**src/design/blf_regs.vh**
```
// Purpose: Constants for the bus-loss fail-safe sequencer
// Assumes: Included by every design file of the block
// Notes:   Counts are in bus frame periods unless named otherwise
`ifndef BLF_REGS_VH
`define BLF_REGS_VH

// ==========================================================
// Loss detection
`define BLF_LOSS_FRAMES     25000
`define BLF_CNT_W           15

// ==========================================================
// Secure position
`define BLF_POS_W           11
`define BLF_SEC_NONE        11'h400
`define BLF_SEC_DIR_BIT     10
`define BLF_HALF_RANGE      16'h0400

// ==========================================================
// Interrupt status and mask bit positions
`define BLF_IRQ_LOSS        0
`define BLF_IRQ_DONE        1
`define BLF_IRQ_W           2

// ==========================================================
// Register offsets
`define BLF_REG_STATUS      4'h0
`define BLF_REG_MASK        4'h1
`define BLF_REG_STATE       4'h2
`define BLF_REG_SECURE_POSITION      4'h3
`define BLF_REG_CTRL        4'h4

// ==========================================================
// Reset values
`define BLF_MASK_RST        2'h0
`define BLF_CTRL_RST        3'h0

`endif

```
**src/design/blf_loss_timer.v**
```verilog
// Purpose: Counts silent frame periods and flags bus loss
// Assumes: frameTick is one pulse per nominal frame period
// Notes:   Any valid frame restarts the count
`timescale 1ns/10ps
`default_nettype none
`include "blf_regs.vh"

module blf_loss_timer #(
  parameter LOSS_FRAMES = `BLF_LOSS_FRAMES,
  parameter CNT_W       = `BLF_CNT_W
) (
  // Clock and reset
  input  wire             core_clk,
  input  wire             rst_n,
  input  wire             clkEn,
  // Bus activity
  input  wire             frameTick,
  input  wire             frameValid,
  // Result
  output reg              busLost
);

  reg [CNT_W-1:0] silentCount;

  // ==========================================================
  // Silence counter
  always @(posedge core_clk or negedge rst_n) begin
    if (!rst_n) begin
      silentCount <= {CNT_W{1'b0}};
      busLost     <= 1'b0;
    end else if (clkEn) begin
      if (frameValid) begin
        silentCount <= {CNT_W{1'b0}};
        busLost     <= 1'b0;
      end else if (frameTick && !busLost) begin
        if (silentCount == LOSS_FRAMES[CNT_W-1:0] - 1'b1) begin
          busLost <= 1'b1;
        end
        silentCount <= silentCount + 1'b1;
      end
    end
  end

endmodule
`default_nettype wire

```
**src/design/blf_irq.v**
```verilog
// Purpose: Sticky event status with mask and one level interrupt
// Assumes: Software clears a bit by writing one
// Notes:   A set in the clearing cycle wins
`timescale 1ns/10ps
`default_nettype none
`include "blf_regs.vh"

module blf_irq #(
  parameter W = `BLF_IRQ_W
) (
  // Clock and reset
  input  wire         core_clk,
  input  wire         rst_n,
  input  wire         clkEn,
  // Events and software access
  input  wire [W-1:0] eventSet,
  input  wire [W-1:0] clearBits,
  input  wire         maskWrite,
  input  wire [W-1:0] maskData,
  // State
  output reg  [W-1:0] status,
  output reg  [W-1:0] mask,
  output wire         irq
);

  // ==========================================================
  // Sticky bits, set over clear
  always @(posedge core_clk or negedge rst_n) begin
    if (!rst_n) begin
      status <= {W{1'b0}};
      mask   <= `BLF_MASK_RST;
    end else if (clkEn) begin
      status <= (status & ~clearBits) | eventSet;
      if (maskWrite) begin
        mask <= maskData;
      end
    end
  end

  assign irq = |(status & mask);

endmodule
`default_nettype wire

```
**src/design/blf_failsafe_seq.v**
```verilog
// Purpose: Bus-loss fail-safe sequencer of a stepper positioner
// Assumes: Motion engine reports busy and stall; OTP bits are static
// Notes:   Stop and sleep are terminal until a frame or reset arrives
`timescale 1ns/10ps
`default_nettype none
`include "blf_regs.vh"

// Function
// - Flag loss after 25000 silent frames
// - Action from sleep, failsafe and loss kind
// - Sleep bit permits sleep, default disabled
// - Failsafe bit zero starts no motion
// - Motion needs failsafe; 0x400 blocks all but the reference run
// - Failsafe off: sleep or stop
// - Normal loss, position 0x400: sleep or stop
// - Normal loss: copy secure to target
// - Normal loss uses RAM secure position
// - Normal loss: full 11-bit position
// - Floating address pin acts as loss
// - Power-on loss: negative half-range referencing run
// - End stop clears actual position
// - Direction invert sets first move direction
// - Referenced, position 0x400: sleep or stop
// - Second move, direction bit10 xor invert
// - Power-on loss: 9-bit secure position
module blf_failsafe_seq #(
  parameter LOSS_FRAMES = `BLF_LOSS_FRAMES,
  parameter POS_W       = `BLF_POS_W
) (
  // Clock and reset
  input  wire             core_clk,
  input  wire             rst_n,
  input  wire             clkEn,
  // Bus activity
  input  wire             frameTick,
  input  wire             frameValid,
  input  wire             addrPinFloat,
  // OTP configuration
  input  wire             otpSleepEn,
  input  wire             otpFailSafe,
  input  wire             otpDirInvert,
  input  wire [POS_W-1:0] otpSecurePosition,
  // RAM secure position update from the bus
  input  wire             securePositionWrite,
  input  wire [POS_W-1:0] securePositionData,
  // Motion engine
  input  wire             motionBusy,
  input  wire             stallDetected,
  output reg              moveStart,
  output reg  [15:0]      targetPosition,
  output reg              moveDir,
  output reg              useOtpParams,
  output reg              actualPositionClear,
  // Power state
  output reg              stopState,
  output reg              sleepState,
  // Register port
  input  wire [3:0]       regAddr,
  input  wire [15:0]      regWdata,
  input  wire             regWrite,
  input  wire             regRead,
  output reg  [15:0]      regRdata,
  // Interrupt
  output wire             irq
);

  // ==========================================================
  // States
  localparam ST_IDLE  = 3'h0;
  localparam ST_ABS   = 3'h1;
  localparam ST_REF1  = 3'h2;
  localparam ST_REF2  = 3'h3;
  localparam ST_WAIT  = 3'h4;
  localparam ST_STOP  = 3'h5;
  localparam ST_SLEEP = 3'h6;

  reg  [2:0]       state;
  reg  [2:0]       next_state;
  reg  [POS_W-1:0] securePosition;
  reg              frameSeen;
  reg              lossLatched;
  reg              lossPowerOn;
  reg              busyStarted;
  reg              swForceLoss;
  reg              swSleepOverride;
  reg              swHold;
  reg              doneEvent;
  wire             busLost;
  wire             lossEvent;
  wire             lossNow;
  wire             effSleep;
  wire [1:0]       irqStatus;
  wire [1:0]       irqMask;
  wire [POS_W-1:0] securePos9;

  // Reduced resolution copy used after power-on loss
  assign securePos9 = {securePosition[POS_W-1:2], 2'b00};
  // Sleep defaults off; software may only veto it
  assign effSleep = otpSleepEn & ~swSleepOverride;

  // ==========================================================
  // Loss detection
  blf_loss_timer #(
    .LOSS_FRAMES (LOSS_FRAMES),
    .CNT_W       (`BLF_CNT_W)
  ) u_timer (
    .core_clk   (core_clk),
    .rst_n      (rst_n),
    .clkEn      (clkEn),
    .frameTick  (frameTick),
    .frameValid (frameValid),
    .busLost    (busLost)
  );

  // Floating address pin is handled exactly like silence
  assign lossNow   = busLost | addrPinFloat | swForceLoss;
  assign lossEvent = lossNow & ~lossLatched;

  // ==========================================================
  // Secure position is a signed word with an invalid marker
  function isNone;
    input [POS_W-1:0] pos;
    begin
      isNone = (pos == `BLF_SEC_NONE);
    end
  endfunction

  // Either 0x400 marker or a position
  function [15:0] extendPos;
    input [POS_W-1:0] pos;
    begin
      extendPos = {{(16-POS_W){pos[POS_W-1]}}, pos};
    end
  endfunction

  // Terminal state chosen by the sleep permission
  function [2:0] restState;
    input sleepOk;
    begin
      restState = sleepOk ? ST_SLEEP : ST_STOP;
    end
  endfunction

  // ==========================================================
  // Loss bookkeeping
  always @(posedge core_clk or negedge rst_n) begin
    if (!rst_n) begin
      frameSeen   <= 1'b0;
      lossLatched <= 1'b0;
      lossPowerOn <= 1'b0;
      securePosition <= `BLF_SEC_NONE;
    end else if (clkEn) begin
      if (frameValid) begin
        frameSeen <= 1'b1;
      end
      if (lossEvent) begin
        lossLatched <= 1'b1;
        lossPowerOn <= ~frameSeen;
      end else if (!lossNow && state == ST_IDLE) begin
        lossLatched <= 1'b0;
      end
      // RAM copy follows OTP until the first frame or a loss; a master write wins only in its own cycle
      if (securePositionWrite) begin
        securePosition <= securePositionData;
      end else if (!frameSeen && !lossLatched) begin
        securePosition <= otpSecurePosition;
      end
    end
  end

  // ==========================================================
  // Sequencer decisions
  always @* begin
    next_state = state;
    case (state)
      ST_IDLE: begin
        if (lossEvent && !swHold) begin
          if (!otpFailSafe) begin
            next_state = restState(effSleep);
          end else if (frameSeen) begin
            if (isNone(securePosition)) begin
              next_state = restState(effSleep);
            end else begin
              next_state = ST_ABS;
            end
          end else begin
            next_state = ST_REF1;
          end
        end
      end
      ST_ABS: begin
        // Busy must be seen first, so a late engine start is not missed
        if (busyStarted && !motionBusy) begin
          next_state = restState(effSleep);
        end
      end
      ST_REF1: begin
        if (stallDetected) begin
          next_state = ST_WAIT;
        end
      end
      ST_WAIT: begin
        if (isNone(securePosition)) begin
          next_state = restState(effSleep);
        end else begin
          next_state = ST_REF2;
        end
      end
      ST_REF2: begin
        if (busyStarted && !motionBusy) begin
          next_state = restState(effSleep);
        end
      end
      ST_STOP: begin
        // Silence keeps the state; only a frame wakes it
        if (frameValid) begin
          next_state = ST_IDLE;
        end
      end
      ST_SLEEP: begin
        if (frameValid) begin
          next_state = ST_IDLE;
        end
      end
      default: begin
        next_state = ST_IDLE;
      end
    endcase
  end

  // ==========================================================
  // Motion commands and outputs
  always @(posedge core_clk or negedge rst_n) begin
    if (!rst_n) begin
      state               <= ST_IDLE;
      moveStart           <= 1'b0;
      targetPosition      <= 16'h0000;
      moveDir             <= 1'b0;
      useOtpParams        <= 1'b0;
      actualPositionClear <= 1'b0;
      stopState           <= 1'b0;
      sleepState          <= 1'b0;
      busyStarted         <= 1'b0;
      doneEvent           <= 1'b0;
    end else if (clkEn) begin
      state               <= next_state;
      moveStart           <= 1'b0;
      actualPositionClear <= 1'b0;
      doneEvent           <= 1'b0;
      if (motionBusy) begin
        busyStarted <= 1'b1;
      end
      if (next_state != state) begin
        busyStarted <= 1'b0;
        stopState   <= (next_state == ST_STOP);
        sleepState  <= (next_state == ST_SLEEP);
        if (next_state == ST_STOP || next_state == ST_SLEEP) begin
          doneEvent <= 1'b1;
        end
        case (next_state)
          ST_ABS: begin
            // Full resolution absolute move, referenced already
            targetPosition <= extendPos(securePosition);
            moveDir        <= 1'b0;
            useOtpParams   <= 1'b0;
            moveStart      <= 1'b1;
          end
          ST_REF1: begin
            // Negative run over half range; stall ends it
            targetPosition <= 16'h0000 - `BLF_HALF_RANGE;
            moveDir        <= otpDirInvert;
            useOtpParams   <= 1'b1;
            moveStart      <= 1'b1;
          end
          ST_WAIT: begin
            actualPositionClear <= 1'b1;
          end
          ST_REF2: begin
            targetPosition <= extendPos(securePos9);
            moveDir        <= securePosition[`BLF_SEC_DIR_BIT] ^ otpDirInvert;
            useOtpParams   <= 1'b1;
            moveStart      <= 1'b1;
          end
          default: begin
            moveStart <= 1'b0;
          end
        endcase
      end
    end
  end

  // ==========================================================
  // Interrupt block
  blf_irq #(
    .W (`BLF_IRQ_W)
  ) u_irq (
    .core_clk  (core_clk),
    .rst_n     (rst_n),
    .clkEn     (clkEn),
    .eventSet  ({doneEvent, lossEvent}),
    .clearBits ((regWrite && regAddr == `BLF_REG_STATUS) ? regWdata[1:0] : 2'b00),
    .maskWrite (regWrite && regAddr == `BLF_REG_MASK),
    .maskData  (regWdata[1:0]),
    .status    (irqStatus),
    .mask      (irqMask),
    .irq       (irq)
  );

  // ==========================================================
  // Register port
  always @(posedge core_clk or negedge rst_n) begin
    if (!rst_n) begin
      swForceLoss     <= 1'b0;
      swSleepOverride <= 1'b0;
      swHold          <= 1'b0;
      regRdata        <= 16'h0000;
    end else if (clkEn) begin
      if (regWrite && regAddr == `BLF_REG_CTRL) begin
        swForceLoss     <= regWdata[0];
        swSleepOverride <= regWdata[1];
        swHold          <= regWdata[2];
      end
      regRdata <= 16'h0000;
      if (regRead) begin
        case (regAddr)
          `BLF_REG_STATUS: regRdata <= {14'h0000, irqStatus};
          `BLF_REG_MASK:   regRdata <= {14'h0000, irqMask};
          `BLF_REG_STATE:  regRdata <= {9'h000, lossPowerOn, lossLatched, frameSeen, busLost,
                                        state};
          `BLF_REG_SECURE_POSITION: regRdata <= {5'h00, securePosition};
          `BLF_REG_CTRL:   regRdata <= {13'h0000, swHold, swSleepOverride, swForceLoss};
          default:         regRdata <= 16'h0000;
        endcase
      end
    end
  end

endmodule
`default_nettype wire

```
**config.mk**
```make
export PLATFORM = sky130hd
export DESIGN_NAME = blf_failsafe_seq
export DESIGN_NICKNAME = d
export VERILOG_FILES = /design/src/design/blf_loss_timer.v /design/src/design/blf_irq.v /design/src/design/blf_failsafe_seq.v
export VERILOG_INCLUDE_DIRS = /design/src /design/src/design
export SDC_FILE = /design/constraint.sdc
export NUM_CORES = 1
export LEC_CHECK = 0
export ABC_AREA = 1
export BUFFER_PORTS_ARGS = -buffer_cell sky130_fd_sc_hd__buf_2
export CAP_MARGIN = 20
export CORE_MARGIN = 2
export CORE_UTILIZATION = 36
export CTS_CLUSTER_SIZE = 30
export DETAILED_ROUTE_END_ITERATION = 7
export PLACE_DENSITY = 0.68
export REMOVE_ABC_BUFFERS = 1
export SLEW_MARGIN = 10
export SYNTH_ARGS = -nofsm -noshare
export SYNTH_HDL_FRONTEND = slang
export SYNTH_SLANG_ARGS = --single-unit
```
**constraint.sdc**
```tcl
create_clock -name core_clk -period 2.7 [get_ports core_clk]
set_clock_uncertainty 0.2 [all_clocks]
set_input_delay 0.54 -clock core_clk [delete_from_list [all_inputs] [get_ports core_clk]]
set_output_delay 0.54 -clock core_clk [all_outputs]
set_load 0.02 [all_outputs]
```
* After elaboration in Yosys (flattened, before gate mapping)
Index checks and enable logic that the tools add are counted.
W data, S select, Z words.
** Operators by class
- Add/subtract/negate cells :: 1
- Eq/ne operators :: 19
- Muxes and demuxes :: 33
- Bitwise gates (word level) :: 12
- Reductions and logical operators :: 41
** Operator list (count)
- $pmux W11 S5 :: 1
- $pmux W16 S3 :: 1
- $mux W11 :: 3
- $mux W15 :: 2
- $mux W3 :: 8
- $eq A3 B3 Y1 const B :: 6
- $reduce_and A2 Y1 :: 9
- $add A15 B1 Y15 const B :: 1
- $eq A15 B15 Y1 const B :: 1
- $pmux W3 S5 :: 1
- $mux W1 :: 13
- $eq A3 B2 Y1 const B :: 4
- $reduce_bool A2 Y1 :: 6
- $eq A11 B11 Y1 const B :: 1
- $reduce_and A3 Y1 :: 3
- $eq A4 B2 Y1 const B :: 2
- $logic_and A1 B1 Y1 :: 8
- $reduce_or A2 Y1 :: 4
- $eq A3 B1 Y1 const B :: 2
- $logic_not A1 Y1 :: 6
- $and A2 B2 Y2 :: 2
- $eq A4 B1 Y1 const B :: 1
- $eq A4 B3 Y1 const B :: 1
- $logic_not A4 Y1 :: 1
- other kinds (14) :: 19
** Word-level totals
- Flip-flop bits (word level) :: 80
- Bits of input ports :: 56
- Output and inout bits :: 39
- Logic and storage cells :: 128

* Longest topological paths before layout
- Depth in word-level cells :: 12
- Mapped depth :: 15
- Gate-level depth less buffers :: 14

* By module
From an unflattened synthesis, not the netlist that was laid out.
** Second synthesis, totals
- Cell total of the unflattened synthesis :: 532
- Area total of the unflattened synthesis :: 4105.2 um^2
** By module, submodules not included
- blf_failsafe_seq :: instances 1, cells each 373, area an instance 2882.8 um^2, sequential area each 1252.5 um^2
- blf_loss_timer :: instances 1, cells each 137, area an instance 1049.8 um^2, sequential area each 400.4 um^2
- blf_irq :: instances 1, cells each 22, area an instance 172.7 um^2, sequential area each 100.1 um^2

* Worst setup path after synthesis
No wires, ideal clock.
- Kind :: input -> register
- From :: input port addrPinFloat
- To :: register targetPosition[14]
- Library setup time :: 0.118 ns
- Arrival time :: 1.660 ns
- Data required time :: 2.382 ns
- Slack :: 0.722 ns
- Cell stages on the path :: 14
- Path buffers :: 1
- Cell sequence :: nor2_1 nand2_1 nand2_1 nor2_1 nand2_1 nand2_1 nand2_1 nand3_2 nand2_1 nor2_4 nand2_4 buf_6 nand2_1 nand2_1
** On the way
- Longest elaborated chain between the ends :: 9
- Elaborated cells between the ends (all ways) :: 13
- Classes of those cells :: eq/ne: 4; mux: 3; bitwise: 3; reduce/logical: 3
** Ends and longest elaborated chain
- start, declared :: RTL line blf_failsafe_seq.v:37 : input wire addrPinFloat,
- $or A1 B1 Y1 (*) (2 in a row) :: RTL line blf_failsafe_seq.v:116 : assign lossNow = busLost | addrPinFloat | swForceLoss;
- $and A1 B1 Y1 (*) :: RTL line blf_failsafe_seq.v:117 : assign lossEvent = lossNow & ~lossLatched;
- $logic_and A1 B1 Y1 (*) :: RTL line blf_failsafe_seq.v:177 : if (lossEvent && !swHold) begin
- $mux W3 (*) :: RTL line blf_failsafe_seq.v:177
- $pmux W3 S5 (*) :: RTL line blf_failsafe_seq.v:175 : case (state)
- $eq A3 B2 Y1 or $eq A3 B1 Y1 (tied branches) :: RTL line blf_failsafe_seq.v:260 : case (next_state)
- $reduce_bool A3 Y1 (no source line)
- $reduce_and A3 Y1 (no source line)
- end signal, assigned :: RTL line blf_failsafe_seq.v:263 : targetPosition <= extendPos(securePosition);
- end signal, assigned :: RTL line blf_failsafe_seq.v:270 : targetPosition <= 16'h0000 - `BLF_HALF_RANGE;
- end signal, assigned :: RTL line blf_failsafe_seq.v:279 : targetPosition <= extendPos(securePos9);
- end, declared :: RTL line blf_failsafe_seq.v:50 : output reg [15:0] targetPosition,
Mark *: on every way between the ends. The rest lies on a longest branch, timed or not.
A chain may end at the register's enable or synchronous reset.

* Worst setup path after layout
- From :: register securePosition[10]
- To :: register moveDir
** On the way
- Longest elaborated chain between the ends :: 9
- Elaborated cells between the ends (all ways) :: 15
- Classes of those cells :: eq/ne: 5; mux: 7; bitwise: 1; reduce/logical: 2
** Ends and longest elaborated chain
- start, declared :: RTL line blf_failsafe_seq.v:79 : reg [POS_W-1:0] securePosition;
- start signal, assigned :: RTL line blf_failsafe_seq.v:151 : securePosition <= `BLF_SEC_NONE;
- start signal, assigned :: RTL line blf_failsafe_seq.v:164 : securePosition <= securePositionData;
- start signal, assigned :: RTL line blf_failsafe_seq.v:166 : securePosition <= otpSecurePosition;
- $eq A11 B11 Y1 (no source line)
- $mux W3 :: RTL line blf_failsafe_seq.v:181 : if (isNone(securePosition)) begin
- $mux W3 :: RTL line blf_failsafe_seq.v:180 : end else if (frameSeen) begin
- $mux W3 :: RTL line blf_failsafe_seq.v:178 : if (!otpFailSafe) begin
- $mux W3 :: RTL line blf_failsafe_seq.v:177
- $pmux W3 S5 :: RTL line blf_failsafe_seq.v:175
- $eq A3 B2 Y1 or $eq A3 B1 Y1 (tied branches) :: RTL line blf_failsafe_seq.v:260
- $reduce_bool A3 Y1 (no source line)
- $reduce_and A3 Y1 (no source line)
- end signal, assigned :: RTL line blf_failsafe_seq.v:271 : moveDir <= otpDirInvert;
- end signal, assigned :: RTL line blf_failsafe_seq.v:280 : moveDir <= securePosition[`BLF_SEC_DIR_BIT] ^ otpDirInvert;
- end, declared :: RTL line blf_failsafe_seq.v:51 : output reg moveDir,
Parallel ways exist; a longest one is shown, timed or not.

==> flow_summary.ini <==
[outcome]
outcome = complete, no violations

[timing]
finalHoldViolCount = 0
period_minus_slack_ns = 2.29
final_max_slew_viol_count = 0
setup_viol = 0
fin_crit_sh_pct = 84.9
fmax_mhz = 436
setup_tns_ns = 0
rsz0062_at_grt = false

[grt]
gr-usage-met3_pct = 3.89
grt_max_degree = 71
busiest_layer = met2
grt_pass1_vias = 3310
grt_use_total_pct = 17.1
grt-ovfl-total = 0
grt_first_pass_wirelength_um = 15600
use_met1_pct = 23.0
use_met2_pct = 27.5
antenna_found_initial = 0

[synth]
synthTopCellsByArea = dfrtp_1 (45%), nand2_1 (12%), inv_1 (6.2%)
async_flop_share_pct = 100
synth-edff-count = 0
ys.flop_type = dfrtp_1
synth_area_per_cell_sq_um = 7.76
synth_cell_types = 40
ys_warn_count = 0
synthCells = 491
yosysTopAreaCellShare_pct = 45.3
synth_seq_cells = 70
ys_seq_area_share_pct = 46.0
synth.most_common_cell = nand2_1
synthTopCellsByCount = nand2_1 (126), dfrtp_1 (69), inv_1 (63)
synth_area_sq_mm = 0.00381
yosysTopAreaCell = dfrtp_1

[drt]
drtIter0Drc = 216
drt_pass1_iterations = 5
ant_nets = 0
wl_um = 9440
wl_per_cell_um = 13.4
drc = 0
dr_total_vias = 3440
via_per_inst = 4.87

[layout]
post_route_cells_drive_above_1_share_pct = 22.2
syn_to_final_growth_pct = 18.1
nets = 623
n_antenna_cell = 0
stdcell_area_sq_mm = 0.00450

[floorplanning]
die_w_um = 107
die_area_sq_mm = 0.0114
die_height_um = 107
num_io_pins = 95
core_sq_mm = 0.0103
row_count = 37
initial_core_util_pct = 37.1

[clocking]
cts-hold-fix-buffers = 0
cts_tree = built
cts_resized = 0
ctsHtreeMaxLevel = 3
cts.sinks = 70
post_cts_buffers = 0
clk_pin_slew_ns = 0.08
clock_path_buffers = 2
root_buffer = clkbuf_8
clkLatencyLatePin_ns = 0.34
cts_buffers = 9

[power_and_ir_drop]
p_leak_uw = 0.00240
vdd_ir_drop_max_mv = 0.437
p_per_area_mw_per_mm2 = 862

[setup_path]
path_delay_family = simple AND/OR/NAND/NOR gates
cp_cell_sequence = nand2_1 -> nor2_4 -> nand3_1 -> nand2_1 -> nand2_1 -> nor2_4 -> inv_2 -> nand2_2 -> nand3_4 -> nand2_4 -> nand2_1 -> nand2_1
r2r_start = securePosition[10]
cp.required_ns = 2.79
arrival_ns = 2.38
critical_path.most_common_cell = nand2_1
crit_path_start = securePosition[10]
start_kind = register
slowest_delay_ns = 0.58
cp-end-kind = register
critPathBufInv = 1
critical_path.slowest_cell = dfstp_2
crit_path_max_fanout = 19
worstSetupPathType = reg2reg

[run]
max_cap_violations = 0

[place]
dpl.hpwl_um = 7040
place.port_buffers = 76
gp_congestion = 0.886
dpl_cell_area_sq_mm = 0.00429

[hold_path]
hp-class = in2async
-- sequential cells by signal, summed over array words and instances (netlist names), 2 cells and up --
name	cells
u_timer.silentCount	15
regRdata	11
state	3
securePosition	11
targetPosition	11
u_irq.mask	2
u_irq.status	2
-- worst register-to-register path: stages, from the launching register on --
cell and delay, ns:
dfstp_2 0.58, nand2_1 0.10, nor2_4 0.16, nand3_1 0.08
nand2_1 0.06, nand2_1 0.09, nor2_4 0.19, inv_2 0.07
nand2_2 0.08, nand3_4 0.21, nand2_4 0.23, nand2_1 0.10
nand2_1 0.06
-- logic make-up (layout without fill, tap and decap cells) --
| family | Yosys count | after routing | share of synthesized area [%] |
|---|---|---|---|
| AO/OA/AOI/OAI | 85 | 85 | 13.3 |
| XOR/XNOR | 4 | 4 | 0.920 |
| adder cells (fa/ha/maj) | 1 | 1 | 0.328 |
| buffers and inverters | 93 | 169 | 10.9 |
| flip-flops | 70 | 70 | 46.0 |
| multiplexers | 1 | 1 | 0.296 |
| other | 1 | 5 | 0.0985 |
| AND/OR/NAND/NOR | 236 | 236 | 28.2 |
-- path summary, 6_finish.rpt --
path                                                 to  slack, ns  cells after the start
worst max register to register                  moveDir       0.41                     12
min in group core_clk                            swHold       0.25                      2
worst min-delay path            u_timer.silentCount[11]       0.01                      2
worst min register to register               sleepState       0.28                      2
max in group asynchronous            securePosition[10]       1.96                      2
worst max-delay path                            moveDir       0.41                     12
-- cell usage in the layout (no fill, tap or decap), drive strengths merged, types with 11 or more instances in the layout --
cell type  synthesis  layout
nand3             46      46
buf               18      83
dfrtp             69      69
inv               69      71
nand2            132     132
a21oi             25      25
o211ai            11      11
o21ai             33      33
nor2              34      34
-- cell type report --
class | instances | area (sq um)
fill | 1053 | 5780
sequential | 70 | 1750
multi-input combinational | 332 | 1660
timing repair buffer | 83 | 445
inverter | 70 | 263
tap | 136 | 170
clock buffer | 10 | 138
clock inverter | 6 | 68.8
-- power breakdown --
group | switching, uW | internal (uW)
Clock | 425 | 458
Combinational | 1110 | 484
Sequential | 146 | 1250
Total | 1680 | 2190
-- metrics by stage --
stage | utilization (%) | total power [uW] | setup WS [ns] | hold WS, ns | instances
after floorplan | - | 2520 | 0.568 | 0.0444 | 472
after global placement | 41.7 | 2970 | 0.213 | 0.253 | 691
after detailed placement | 41.7 | 3000 | 0.161 | 0.262 | 691
after CTS | 43.7 | 3900 | 0.210 | 0.0203 | 707
after global routing | 43.8 | 4180 | 0.248 | 0.0463 | 707
final | 43.8 | 3880 | 0.407 | 0.0114 | 707
-- routing by layer --
layer  up-vias  part of all wire (%)
met5         -                     0
met4         0                  0.71
met3         6                   5.4
met2        80                    48
met1      1615                    46
li1       1739                     -
(Power assumes the default switching activity.)
